`src/hdl/oss_pkg.sv`:
```
// Purpose: Shared constants for the operating-state sequencer
// Assumes: 100 MHz system clock
// Notes:   Times are given in their own unit, cycles derived here
`default_nettype none
package oss_pkg;
	localparam int unsigned CLK_MHZ        = 100;
	localparam int unsigned WAKE_TIME_US   = 4000;
	localparam int unsigned WAKE_CYCLES    = WAKE_TIME_US * CLK_MHZ;
	localparam int unsigned LOCK_TIME_US   = 5;
	localparam int unsigned LOCK_CYCLES    = LOCK_TIME_US * CLK_MHZ;
	localparam int unsigned DEEP_TIME_US   = 500;
	localparam int unsigned DEEP_CYCLES    = DEEP_TIME_US * CLK_MHZ;
	localparam int unsigned XTAL_DIV       = 2;
	localparam int unsigned CNT_W          = 32;
	localparam int unsigned SLEEP_W        = 16;
	localparam logic [15:0] SLEEP_RESET    = 16'h0000;

	typedef enum logic [2:0] {
		ST_WAKEUP = 3'b000,
		ST_INIT   = 3'b001,
		ST_IDLE   = 3'b010,
		ST_TX     = 3'b011,
		ST_RX     = 3'b100,
		ST_SLEEP  = 3'b101,
		ST_DEEP   = 3'b110
	} oss_state_e;
endpackage
`default_nettype wire

```
`src/hdl/oss_sequencer.sv`:
```
// Purpose: Operating-state sequencer: wake-up, init, idle, sleep
// Assumes: One 100 MHz clock; ring oscillator and pins are sampled
// Notes on behaviour
// Wake-up enables crystal and band-gap
// After 4 ms: regulator on, reset out released
// Init clocks logic from crystal divided by two
// Init after sleep or reset may restore configuration
// Init starts PLL, idles on lock
// Host keeps serial clock at most 3 MHz
// Host avoids serial access during PLL lock
// Crystal select without sequencing returns idle to init
// Idle keeps PLL running, output gated
// Idle allows serial clock up to 20 MHz
// Idle keeps analogue transmit and receive off
// Host command from idle starts transmit or receive
// Delayed command waits in idle until time
// Sleep turns all regulators off
// Ring-oscillator sleep counter expiry wakes device
// Deep sleep leaves on select low or wake pin held for 500 us
// Sleep count loaded before sleep, expiry once
`default_nettype none
module oss_sequencer #(
	parameter int unsigned WAKE_CYCLES = oss_pkg::WAKE_CYCLES,
	parameter int unsigned DEEP_CYCLES = oss_pkg::DEEP_CYCLES,
	parameter int unsigned LOCK_CYCLES = oss_pkg::LOCK_CYCLES
) (
	input  wire logic        clk,               // System clock
	input  wire logic        reset,             // Synchronous, active high
	input  wire logic        cmd_tx,            // Host: start transmit
	input  wire logic        cmd_rx,            // Host: start receive
	input  wire logic        cmd_delayed,       // Command waits for time
	input  wire logic        delay_reached,     // Programmed time passed
	input  wire logic        op_done,           // Transmit/receive ended
	input  wire logic        cmd_sleep,         // Enter sleep
	input  wire logic        cmd_deep,          // Enter lowest power hold
	input  wire logic        restore_en,        // Reload from store
	input  wire logic        xtal_select,       // Crystal as clock source
	input  wire logic        seq_enable,        // Automatic sequencing
	input  wire logic [15:0] sleep_count,       // Sleep expiry value
	input  wire logic        ring_osc,          // Ring oscillator pin
	input  wire logic        serial_select_low_pin, // Chip select, low
	input  wire logic        wake_pin,          // Wake-up pin
	input  wire logic        pll_locked,        // System PLL lock flag
	output logic             xtal_en,           // Crystal oscillator on
	output logic             bandgap_en,        // Band-gap on
	output logic             dig_reg_en,        // Digital regulator on
	output logic             reset_out_low,     // Reset output, low
	output logic             xtal_half_clock,   // Crystal clock / 2
	output logic             pll_en,            // System PLL on
	output logic             pll_gate,          // PLL output to logic
	output logic             use_pll_clock,     // Logic from PLL clock
	output logic             analog_en,         // TX/RX analogue power
	output logic             restore_pulse,     // Reload configuration
	output logic             serial_fast_ok,    // 20 MHz allowed
	output logic             sleep_expired,     // Sleep counter expiry
	output logic [2:0]       state_out          // Present state
);
	oss_pkg::oss_state_e state;
	oss_pkg::oss_state_e next_state;
	logic [oss_pkg::CNT_W-1:0] timer;
	logic [15:0] sleep_cnt;
	logic from_low_power;
	logic [1:0] ro_sync;
	logic [1:0] cs_sync;
	logic [1:0] wk_sync;
	logic [1:0] lk_sync;
	logic ro_prev;
	logic ro_rise;
	logic deep_wake;
	logic lock_seen;

	// Two-stage synchronisers for pin inputs
	always_ff @(posedge clk) begin
		ro_sync <= {ro_sync[0], ring_osc};
		cs_sync <= {cs_sync[0], serial_select_low_pin};
		wk_sync <= {wk_sync[0], wake_pin};
		lk_sync <= {lk_sync[0], pll_locked};
		ro_prev <= ro_sync[1];
	end

	assign ro_rise   = ro_sync[1] & ~ro_prev;
	assign deep_wake = ~cs_sync[1] | wk_sync[1];
	assign lock_seen = lk_sync[1] || (timer >= LOCK_CYCLES);

	// Next-state decode
	always_comb begin
		next_state = state;
		unique case (state)
			oss_pkg::ST_WAKEUP:
				if (timer >= WAKE_CYCLES - 1)
					next_state = oss_pkg::ST_INIT;
			oss_pkg::ST_INIT:
				if (seq_enable && lock_seen)
					next_state = oss_pkg::ST_IDLE;
			oss_pkg::ST_IDLE: begin
				if (xtal_select && !seq_enable) begin
					next_state = oss_pkg::ST_INIT;
				end else if ((cmd_tx || cmd_rx) &&
					(!cmd_delayed || delay_reached)) begin
					next_state = cmd_tx ? oss_pkg::ST_TX
						: oss_pkg::ST_RX;
				end else if (cmd_deep) begin
					next_state = oss_pkg::ST_DEEP;
				end else if (cmd_sleep) begin
					next_state = oss_pkg::ST_SLEEP;
				end
			end
			oss_pkg::ST_TX, oss_pkg::ST_RX:
				if (op_done)
					next_state = oss_pkg::ST_IDLE;
			oss_pkg::ST_SLEEP:
				if (ro_rise && sleep_cnt == 16'h0001)
					next_state = oss_pkg::ST_WAKEUP;
			oss_pkg::ST_DEEP:
				if (deep_wake && timer >= DEEP_CYCLES - 1)
					next_state = oss_pkg::ST_WAKEUP;
			default:
				next_state = oss_pkg::ST_WAKEUP;
		endcase
	end

	// State register
	always_ff @(posedge clk) begin
		if (reset)
			state <= oss_pkg::ST_WAKEUP;
		else
			state <= next_state;
	end

	// Phase timer; in deep sleep counts wake condition duration
	always_ff @(posedge clk) begin
		if (reset || next_state != state)
			timer <= '0;
		else if (state == oss_pkg::ST_DEEP && !deep_wake)
			timer <= '0;
		else if (timer != '1)
			timer <= timer + 1'b1;
	end

	// Sleep counter: loaded on entry, counts ring edges
	always_ff @(posedge clk) begin
		if (reset) begin
			sleep_cnt     <= oss_pkg::SLEEP_RESET;
			sleep_expired <= 1'b0;
		end else begin
			sleep_expired <= 1'b0;
			if (next_state == oss_pkg::ST_SLEEP &&
				state != oss_pkg::ST_SLEEP) begin
				sleep_cnt <= (sleep_count == 16'h0000) ? 16'h0001
					: sleep_count;
			end else if (state == oss_pkg::ST_SLEEP && ro_rise &&
				sleep_cnt != 16'h0000) begin
				sleep_cnt <= sleep_cnt - 1'b1;
				if (sleep_cnt == 16'h0001)
					sleep_expired <= 1'b1;
			end
		end
	end

	// Low-power origin remembered for configuration restore
	always_ff @(posedge clk) begin
		if (reset)
			from_low_power <= 1'b1;
		else if (state == oss_pkg::ST_SLEEP ||
			state == oss_pkg::ST_DEEP)
			from_low_power <= 1'b1;
		else if (state == oss_pkg::ST_IDLE)
			from_low_power <= 1'b0;
	end

	// Restore pulse on entering init from wake-up
	always_ff @(posedge clk) begin
		if (reset)
			restore_pulse <= 1'b0;
		else
			restore_pulse <= restore_en && from_low_power &&
				next_state == oss_pkg::ST_INIT &&
				state == oss_pkg::ST_WAKEUP;
	end

	// Crystal divide by two while in init
	always_ff @(posedge clk) begin
		if (reset || state != oss_pkg::ST_INIT)
			xtal_half_clock <= 1'b0;
		else
			xtal_half_clock <= ~xtal_half_clock;
	end

	// Power and clock controls from next state
	always_ff @(posedge clk) begin
		if (reset) begin
			xtal_en        <= 1'b0;
			bandgap_en     <= 1'b0;
			dig_reg_en     <= 1'b0;
			reset_out_low  <= 1'b0;
			pll_en         <= 1'b0;
			pll_gate       <= 1'b0;
			use_pll_clock  <= 1'b0;
			analog_en      <= 1'b0;
			serial_fast_ok <= 1'b0;
		end else begin
			xtal_en       <= next_state != oss_pkg::ST_SLEEP &&
				next_state != oss_pkg::ST_DEEP;
			bandgap_en    <= next_state != oss_pkg::ST_SLEEP &&
				next_state != oss_pkg::ST_DEEP;
			dig_reg_en    <= next_state != oss_pkg::ST_WAKEUP &&
				next_state != oss_pkg::ST_SLEEP &&
				next_state != oss_pkg::ST_DEEP;
			reset_out_low <= next_state != oss_pkg::ST_WAKEUP &&
				next_state != oss_pkg::ST_SLEEP &&
				next_state != oss_pkg::ST_DEEP;
			pll_en        <= next_state == oss_pkg::ST_INIT ||
				next_state == oss_pkg::ST_IDLE ||
				next_state == oss_pkg::ST_TX ||
				next_state == oss_pkg::ST_RX;
			pll_gate      <= next_state == oss_pkg::ST_TX ||
				next_state == oss_pkg::ST_RX;
			use_pll_clock <= next_state == oss_pkg::ST_IDLE ||
				next_state == oss_pkg::ST_TX ||
				next_state == oss_pkg::ST_RX;
			analog_en     <= next_state == oss_pkg::ST_TX ||
				next_state == oss_pkg::ST_RX;
			serial_fast_ok <= next_state == oss_pkg::ST_IDLE;
		end
	end

	assign state_out = state;
endmodule
`default_nettype wire

```
`config.mk`:
```
export PLATFORM = sky130hd
export DESIGN_NAME = oss_sequencer
export DESIGN_NICKNAME = d
export VERILOG_FILES = /design/src/hdl/oss_pkg.sv /design/src/hdl/oss_sequencer.sv
export SDC_FILE = /design/constraint.sdc
export NUM_CORES = 1
export LEC_CHECK = 0
export BUFFER_PORTS_ARGS = -buffer_cell sky130_fd_sc_hd__buf_4
export CORE_MARGIN = 5
export CORE_UTILIZATION = 24
export DETAILED_ROUTE_END_ITERATION = 10
export MAX_ROUTING_LAYER = met4
export PLACE_DENSITY = 0.42
export RECOVER_POWER = 100
export SLEW_MARGIN = 10
export SYNTH_ARGS = -nofsm -noshare
export SYNTH_HDL_FRONTEND = slang
export SYNTH_SLANG_ARGS = --single-unit
```
`constraint.sdc`:
```
create_clock -name clk -period 2.2 [get_ports clk]
set_input_delay 0.11 -clock clk [delete_from_list [all_inputs] [get_ports clk]]
set_output_delay 0.11 -clock clk [all_outputs]
set_load 0.05 [all_outputs]
```
## Yosys cells after proc, flatten, opt, wreduce, memory -nomap -nowiden

Index checks and enable logic that the tools add are counted.

| word-level totals | value |
|---|---|
| register bits after elaboration | 70 |
| input port bits | 32 |
| output and inout port bits | 15 |
| word-level logic and storage cells | 101 |

| cells by class | value |
|---|---|
| add/sub/neg operators | 2 |
| magnitude comparators | 3 |
| equal/unequal tests | 18 |
| mux-type cells | 15 |
| bitwise operators | 6 |
| reductions and logical operators | 39 |

Operators by type and width:

| kind | number |
|---|---|
| $mux W16 | 3 |
| $add A32 B1 Y32 const B | 1 |
| $ge A32 B16 Y1 const B | 1 |
| $ge A32 B19 Y1 const B | 1 |
| $ge A32 B9 Y1 const B | 1 |
| $ne A32 B32 Y1 const B | 1 |
| $mux W3 | 10 |
| $pmux W3 S6 | 1 |
| $eq A16 B1 Y1 const B | 1 |
| $logic_not A16 Y1 | 1 |
| $reduce_bool A16 Y1 | 1 |
| $sub A16 B1 Y16 const B | 1 |
| $eq A3 B3 Y1 const B | 5 |
| $logic_and A1 B1 Y1 | 15 |
| $eq A3 B2 Y1 const B | 4 |
| $logic_or A1 B1 Y1 | 12 |
| $ne A3 B3 Y1 const B | 3 |
| $eq A3 B1 Y1 const B | 2 |
| $reduce_or A2 Y1 | 3 |
| $not A1 Y1 | 4 |
| $logic_not A1 Y1 | 3 |
| $logic_not A3 Y1 | 1 |
| $ne A3 B1 Y1 const B | 1 |
| $ne A3 B3 Y1 | 1 |
| 6 further kinds | 6 |

## Logic depth before layout (Yosys ltp)

Gate-level depths: netlist of run 1.

| depth | value |
|---|---|
| depth in word-level cells | 10 |
| depth in mapped cells | 10 |

## Least setup slack after synthesis of run 1

Ideal clock, no wire load.

| path | value |
|---|---|
| kind | register to register |
| start | reg state[0] (netlist: state_out[0]) |
| end | reg sleep_cnt[7] |
| arrival | 2358 ps |
| data required time | 2129 ps |
| path slack | -228 ps |
| stages on the path, launching flop included | 10 |
| buffers on the path | 1 |
| clock period less this slack | 2428 ps |
| cell sequence | dfxtp_1 -> buf_6 -> and3b_1 -> nand2_1 -> a31oi_1 -> nand3_1 -> or4_1 -> nor2_1 -> a21oi_1 -> a21oi_1 |

| between the ends | value |
|---|---|
| word-level cells in the longest chain between the ends | 8 |
| elaborated cells between the ends (all ways) | 25 |

Ends and longest elaborated chain:

| what | RTL line | text |
|---|---|---|
| from (decl) | oss_sequencer.sv:58 | `oss_pkg::oss_state_e state;` |
| from (signal assigned) | oss_sequencer.sv:125 | `state <= oss_pkg::ST_WAKEUP;` |
| from (signal assigned) | oss_sequencer.sv:127 | `state <= next_state;` |
| $mux W3 | oss_sequencer.sv:104 | `end else if (cmd_sleep) begin` |
| $mux W3 | oss_sequencer.sv:102 | `end else if (cmd_deep) begin` |
| $mux W3 | oss_sequencer.sv:98 | `end else if ((cmd_tx \|\| cmd_rx) &&` |
| $mux W3 | oss_sequencer.sv:96 | `if (xtal_select && !seq_enable) begin` |
| $pmux W3 S6 | oss_sequencer.sv:88 | `unique case (state)` |
| $eq A3 B3 Y1 | oss_sequencer.sv:147 | `if (next_state == oss_pkg::ST_SLEEP &&` |
| $logic_and A1 B1 Y1 | oss_sequencer.sv:147 |  |
| $mux W16 or $reduce_bool A2 Y1 (tied branches) | - |  |
| to (signal assigned) | oss_sequencer.sv:143 | `sleep_cnt <= oss_pkg::SLEEP_RESET;` |
| to (signal assigned) | oss_sequencer.sv:149 | `sleep_cnt <= (sleep_count == 16'h0000) ? 16'h0001` |
| to (signal assigned) | oss_sequencer.sv:153 | `sleep_cnt <= sleep_cnt - 1'b1;` |
| to (decl) | oss_sequencer.sv:61 | `logic [15:0] sleep_cnt;` |

Parallel ways exist; a longest one is shown, timed or not.
A chain may end at the register's enable or synchronous reset.

## Final worst setup path of run 1

| path | value |
|---|---|
| start | reg timer[13] (netlist name) |
| end | reg timer[12] (netlist name) |

| between the ends | value |
|---|---|
| word-level cells in the longest chain between the ends | 8 |
| elaborated cells between the ends (all ways) | 14 |

Ends and longest elaborated chain:

| what | RTL line | text |
|---|---|---|
| from (decl) | oss_sequencer.sv:60 | `logic [oss_pkg::CNT_W-1:0] timer;` |
| from (signal assigned) | oss_sequencer.sv:137 | `timer <= timer + 1'b1;` |
| $ge A32 B9 Y1 | oss_sequencer.sv:83 | `assign lock_seen = lk_sync[1] \|\| (timer >= LOCK_CYCLES);` |
| $logic_or A1 B1 Y1 | oss_sequencer.sv:83 |  |
| $logic_and A1 B1 Y1 | oss_sequencer.sv:93 | `if (seq_enable && lock_seen)` |
| $mux W3 | oss_sequencer.sv:93 |  |
| $pmux W3 S6 | oss_sequencer.sv:88 |  |
| $ne A3 B3 Y1 | oss_sequencer.sv:132 | `if (reset \|\| next_state != state)` |
| $logic_or A1 B1 Y1 | oss_sequencer.sv:132 |  |
| $reduce_or A2 Y1 (no source line) | - |  |

Parallel ways exist; a longest one is shown, timed or not.

==> results of run 1 <==
-- flip-flops by register name, indices dropped and copies added, names as in the netlist, 2 cells and up --
register / count
cs_sync: 2
lk_sync: 2
ro_sync: 2
sleep_cnt: 16
state_out: 3
timer: 32
wk_sync: 2
-- routing by layer --
layer	track usage [%]	up-vias	part of all wire, %	wire length (µm)
met5	-	-	0	0
met4	3.75	0	1.0	112
met3	3.53	8	3.4	371
met2	18.8	55	47	5130
met1	15.9	1666	49	5300
li1	-	1828	-	-
-- repair_timing --
item	4_1_cts	5_1_grt
pin swaps	4	1
hold buffers	4	0
gates cloned	0	2
endpoints found under the hold margin	4	0
buffers inserted	3	0
endpoints found under the setup margin	55	55
resized for setup	12	14
-- logic make-up after synthesis --
logic type / count (synthesis) / share of synthesized area (%)
flops: 70 / 36.4
mux: 6 / 1.62
fa+ha+maj: 4 / 1.30
compound gates: 61 / 10.5
simple gates: 220 / 35.3
xor+xnor: 36 / 8.37
buf+inv: 36 / 6.49
-- per-stage QoR --
step | TNS, ns | instances
2_1_floorplan | -3.65 | 433
3_3_place_gp | -7.84 | 757
3_5_place_dp | -8.09 | 757
4_1_cts | -7.23 | 779
5_1_grt | -13.26 | 781
6_report | -6.69 | 781
-- worst max-delay path by stage --
| stage | slack [ns] | endpoint | cells after the start | startpoint |
|---|---|---|---|---|
| finish | -0.18 | timer[12] | 9 | timer[13] |
| global route | -0.28 | timer[12] | 9 | timer[25] |
| CTS | -0.19 | timer[12] | 9 | timer[13] |
| detailed placement | -0.20 | timer[19] | 8 | timer[13] |
| global placement | -0.23 | sleep_cnt[7] | 11 | timer[13] |
| floorplan | -0.12 | timer[2] | 9 | timer[14] |
-- power groups by stage --
stage	registers (W)	clock network, W	logic [W]
floorplan	0.00132	0	0.0000735
global placement	0.00132	0	0.000161
detailed placement	0.00132	0	0.000162
CTS	0.00129	0.00146	0.000169
global route	0.00129	0.00152	0.000198
finish	0.00129	0.00141	0.000180
-- worst max-delay path, stage by stage, from the launching register on --
cell	delay (ns)
dfxtp_1	0.30
or4_1	0.52
a31oi_1	0.20
o21ai_1	0.08
a2111o_1	0.35
nor3_4	0.20
buf_6	0.15
xnor2_4	0.14
buf_12	0.22
nor3_1	0.08
-- area by class of cell --
type | count | area share (%)
Clock buffer | 15 | 5.28
Multi-Input combinational cell | 327 | 43.1
Inverter | 12 | 0.827
Tap cell | 216 | 4.96
Timing Repair Buffer | 141 | 20.0
Sequential cell | 70 | 25.8
-- cells in the final DEF (no fill, tap or decap), types with 19 or more instances in the layout --
cell type and n:
buf_4 109, dfxtp_1 66, nor2_1 32, nand2_1 31, nor3_2 31, nand3_1 21, xor2_1 20, nor3_1 19
==> metrics.txt, run 1 <==
routed wire length 10900 µm; switching power 0.000625 W; HPWL after detailed placement 8050 µm; Final Max Tran Viols 0; GR Overflow Total 0; final core utilization 34.4%; Crit Reg-Reg Endpoint timer[12]; chip height 137 µm; largest net degree at the start of global routing 33; combinational power share 6.2%; IO Count 47; routability cong. 0.782; number of detailed-route iterations in the first pass 4; worst setup margin -0.180 ns; num rows 46; number of synthesized flops with an enable pin 0; fin crit period 2.38 ns; final hold violation count 0; vias in the first global route 3596; top post-synthesis cells by count 70 x dfxtp_1, 33 x nor2_1, 31 x nand2_1; Peak VDD IR 0.294 mV; n_diodes 0; Post-Synthesis Cells 433; Setup violations, final 55; Final Cell Area 5450 µm²; top-count cell post-synth dfxtp_1; power per standard cell area 529 nW/µm²; # nets final 597; Root Driver clkbuf_16; Slew @ Worst Pin 0.618 ns; reg2reg setup slack -0.18 ns; Final period util 108%; Syn. warnings 0; area occupied by multi-input gates 2350 µm²; clock sink count 70; Main synth FF type dfxtp_1; remaining routing DRC violations 0; vias 3557; top-area cell type share of the netlist area 36.4%; r2r startpoint timer[13]; post-route ant nets 0; Setup WS pre-CTS -0.199 ns; syn_area_per_cell 8.90 µm²; RSZ-0062 raised after global routing yes; Area after DPL 4990 µm²; main area contributors after synthesis dfxtp_1 36%, nor3_2 7.8%, xor2_1 4.5%; CP Launch Type register; fmax 420 MHz; sw frac 21.7%; slew margin rel. 59.0%; Worst Hold End sleep_cnt[1]; CTS H-Tree Depth 3; Synth cell types 63; CP endpoint kind register; Pleak 2.15 nW; Clk Latency, worst-skew pair 0.34 ns; worst hold path type in2reg; CTS tree built; routed len/inst 14.0 µm; Max-cap violations 0; status complete, but fails checks; Hold Path Depth 3; Fillers 1679; CP max FO 22; Reg power frac 44.8%; Reg area 1410 µm²; core area 15800 µm²; violated checks setup timing; Synth area leader dfxtp_1; GR Util All Layers 12.4%; Syn-to-layout area delta 41.4%; vias per inst 4.55; DIE AREA 18700 µm²; CTS Buf Count 9; Hold WS 0.0355 ns; port bufs 46; HP Start sleep_count[1]; layout cells sized above 1 36.1%; reg2reg path depth 9; Syn Nets 469; initial antenna violation count 0; Initial Util 24.4%; cell-internal power 0.00226 W; clk_skew 0.00631 ns; clock share of power 48.9%; CP required 2.42 ns; drt first-iter violations 101; sequential-to-total area share from yosys stat 36.4%; asr flop ratio synth 0%; Clock transition at path regs 0.05 ns; global-route wire length before repair 17400 µm; Max clock buf depth 2; Pwr Total 0.00288 W; Post-Syn Area 3850 µm²; Setup CP Type reg2reg; Chip Width 137 µm; Yosys reg bits 70; Crit path arrival time 2.60 ns
Note: power is estimated with default switching activity, not from simulation.
==> run 2, diff against run 1 <==
--- a/config.mk
+++ b/config.mk
@@ -16,3 +16,4 @@
 export SYNTH_ARGS = -nofsm -noshare
 export SYNTH_HDL_FRONTEND = slang
 export SYNTH_SLANG_ARGS = --single-unit
+export TNS_END_PERCENT = 10
==> run 2 against run 1 <==
The flow still finishes with violations (setup timing). Non-clock buffer count increased by 6. Clock skew up 0.0016 ns. Sequential share of layout area rose by 0.078 points. First-iteration DRC count is 100% higher. Design area decreased by 0.39%. Hold slack better by 0.0074 ns. Routed wire length is 1.3% lower.
==> metrics.txt, run 2 (same netlist as run 1, synthesis figures left out) <==
vias per inst 4.59 (+0.67%); Hold Path Depth 3 (unchanged); Root Driver clkbuf_16; DIE AREA 18700 µm² (unchanged); core area 15800 µm² (unchanged); Max-cap violations 0 (unchanged); slew margin rel. 57.6% (-1.4 points); RSZ-0062 raised after global routing yes; final hold violation count 0 (unchanged); drt first-iter violations 206 (+100%); fin crit period 2.37 ns (-0.00482 ns); max FFs per register 32 (unchanged); worst path bufs/invs 3 (+1); Chip Width 137 µm (unchanged); status complete, but fails checks; Hold WS 0.0429 ns (+0.00737 ns); most common cell after layout, fill and taps aside buf_4; Max clock buf depth 2 (unchanged); HPWL after detailed placement 8130 µm (+1.0%); CP Launch Type register; Peak VDD IR 0.355 mV (+21%); Final Max Tran Viols 0 (unchanged); CP required 2.42 ns (about the same); Largest stage delay, worst path 0.43 ns (-0.09 ns); remaining routing DRC violations 0 (unchanged); worst hold path type in2reg; power per standard cell area 523 nW/µm² (-1.1%); critical-path cell list nor4_2, nand4_1, buf_4, a2111o_1, nor3_4, buf_6, xnor2_4, buf_12, nor3_2; global-route wire length before repair 18000 µm (+3.2%); routed wire length 10800 µm (-1.3%); CTS tree built; largest net degree at the start of global routing 31 (-6.1%); Final period util 108% (-0.22 points); commonest cells after routing, fill and taps aside 118 x buf_4, 67 x dfxtp_1, 33 x nor3_2, 32 x nor2_1, 31 x nand2_1; Initial Util 24.4% (unchanged); fmax 421 MHz (+0.20%); Final Cell Area 5430 µm² (-0.39%); Largest delay share family, worst path simple AND/OR/NAND/NOR gates; layout cells sized above 1 36.0% (-0.092 points); post-route ant nets 0 (unchanged); CTS H-Tree Depth 3 (unchanged); Setup WS pre-CTS -0.256 ns (-0.0567 ns); routability cong. 0.812 (+3.8%); worst setup margin -0.175 ns (+0.00482 ns); n_diodes 0 (unchanged); CTS Buf Count 9 (unchanged); Slowest-stage cell, CP a2111o_1; CP max FO 13 (-41%); clk_skew 0.00793 ns (+0.00162 ns); Crit path arrival time 2.59 ns (about the same); largest register by flop count timer; vias 3613 (+1.6%); Syn-to-layout area delta 40.8%; num rows 46 (unchanged); Clock transition at path regs 0.05 ns (about the same); # nets final 603 (+1.0%); violated checks setup timing; GR Util All Layers 12.6% (+0.27 points); clock sink count 70 (unchanged); number of detailed-route iterations in the first pass 4 (unchanged); Setup violations, final 55 (unchanged); Clk Latency, worst-skew pair 0.34 ns (about the same); vias in the first global route 3604 (+0.22%); Area after DPL 5030 µm² (+0.83%); routed len/inst 13.7 µm (-2.2%); Pwr Total 0.00284 W (-1.4%); Critical Path Start timer[25]; port bufs 46 (unchanged); IO Count 47 (unchanged); CP Depth 9 (unchanged); Slew @ Worst Pin 0.638 ns (+0.0209 ns); reg2reg path depth 9 (unchanged); GR Overflow Total 0 (unchanged); HP Start sleep_count[1]; Setup CP Type reg2reg; r2r startpoint timer[25]; chip height 137 µm (unchanged); Pleak 2.12 nW (-1.5%); CP endpoint kind register; initial antenna violation count 0 (unchanged)
run 2: cell count changes in the layout (fill, tap and decap cells not counted), sizes merged:
cell  delta
buf      +7
run 2: routing by layer:
| layer | track usage, % | wire [µm] | vias up |
|---|---|---|---|
| li1 | - | - | 1848 |
| met1 | 16.6 | 5450 | 1697 |
| met2 | 18.8 | 4820 | 58 |
| met3 | 2.54 | 347 | 10 |
| met4 | 5.49 | 145 | 0 |
| met5 | - | 0 | - |
run 2: repair_timing:
item / in CTS / in global routing
pin swaps: 5 / 16
resized for setup: 16 / 5
buffers inserted: 2 / 0
hold buffers: 4 / 0
endpoints found under the hold margin: 4 / 0
endpoints found under the setup margin: 55 / 55
gates cloned: 1 / 1
run 2: where the power goes:
| part | switching [W] | internal, W | leakage, nW | total (W) |
|---|---|---|---|---|
| Clock | 0.000527 | 0.000857 | 0.137 | 0.00138 |
| Combinational | 0.0000839 | 0.0000807 | 1.41 | 0.000165 |
| Sequential | 0.00000642 | 0.00129 | 0.570 | 0.00129 |
run 2: area by class of cell:
cell class / instances / area (µm²)
fillers: 1665 / 10400
well taps: 216 / 270
multi-input cells: 327 / 2310
clock buffers: 16 / 282
repair buffers: 147 / 1120
inverters: 12 / 45.0
flip-flops and latches: 70 / 1410
run 2: per-stage QoR:
step | TNS [ns] | utilization, % | instances
floorplan | -4.32 | - | 433
global placement | -7.90 | 31.8 | 764
detailed placement | -10.26 | 31.8 | 764
CTS | -6.76 | 34.5 | 787
global route | -13.76 | 34.3 | 788
finish | -6.75 | 34.3 | 788
run 2: worst paths after layout:
| kind | to | slack [ns] |
|---|---|---|
| setup reg to reg | timer[25] | -0.17 |
| setup / recovery | timer[25] | -0.17 |
| hold reg to reg | wk_sync[1] | 0.32 |
| hold / removal | sleep_cnt[1] | 0.04 |
run 2: worst min-delay path: stages:
cell and delay, ns:
buf_4 0.12, nand2_1 0.05, a21oi_1 0.05
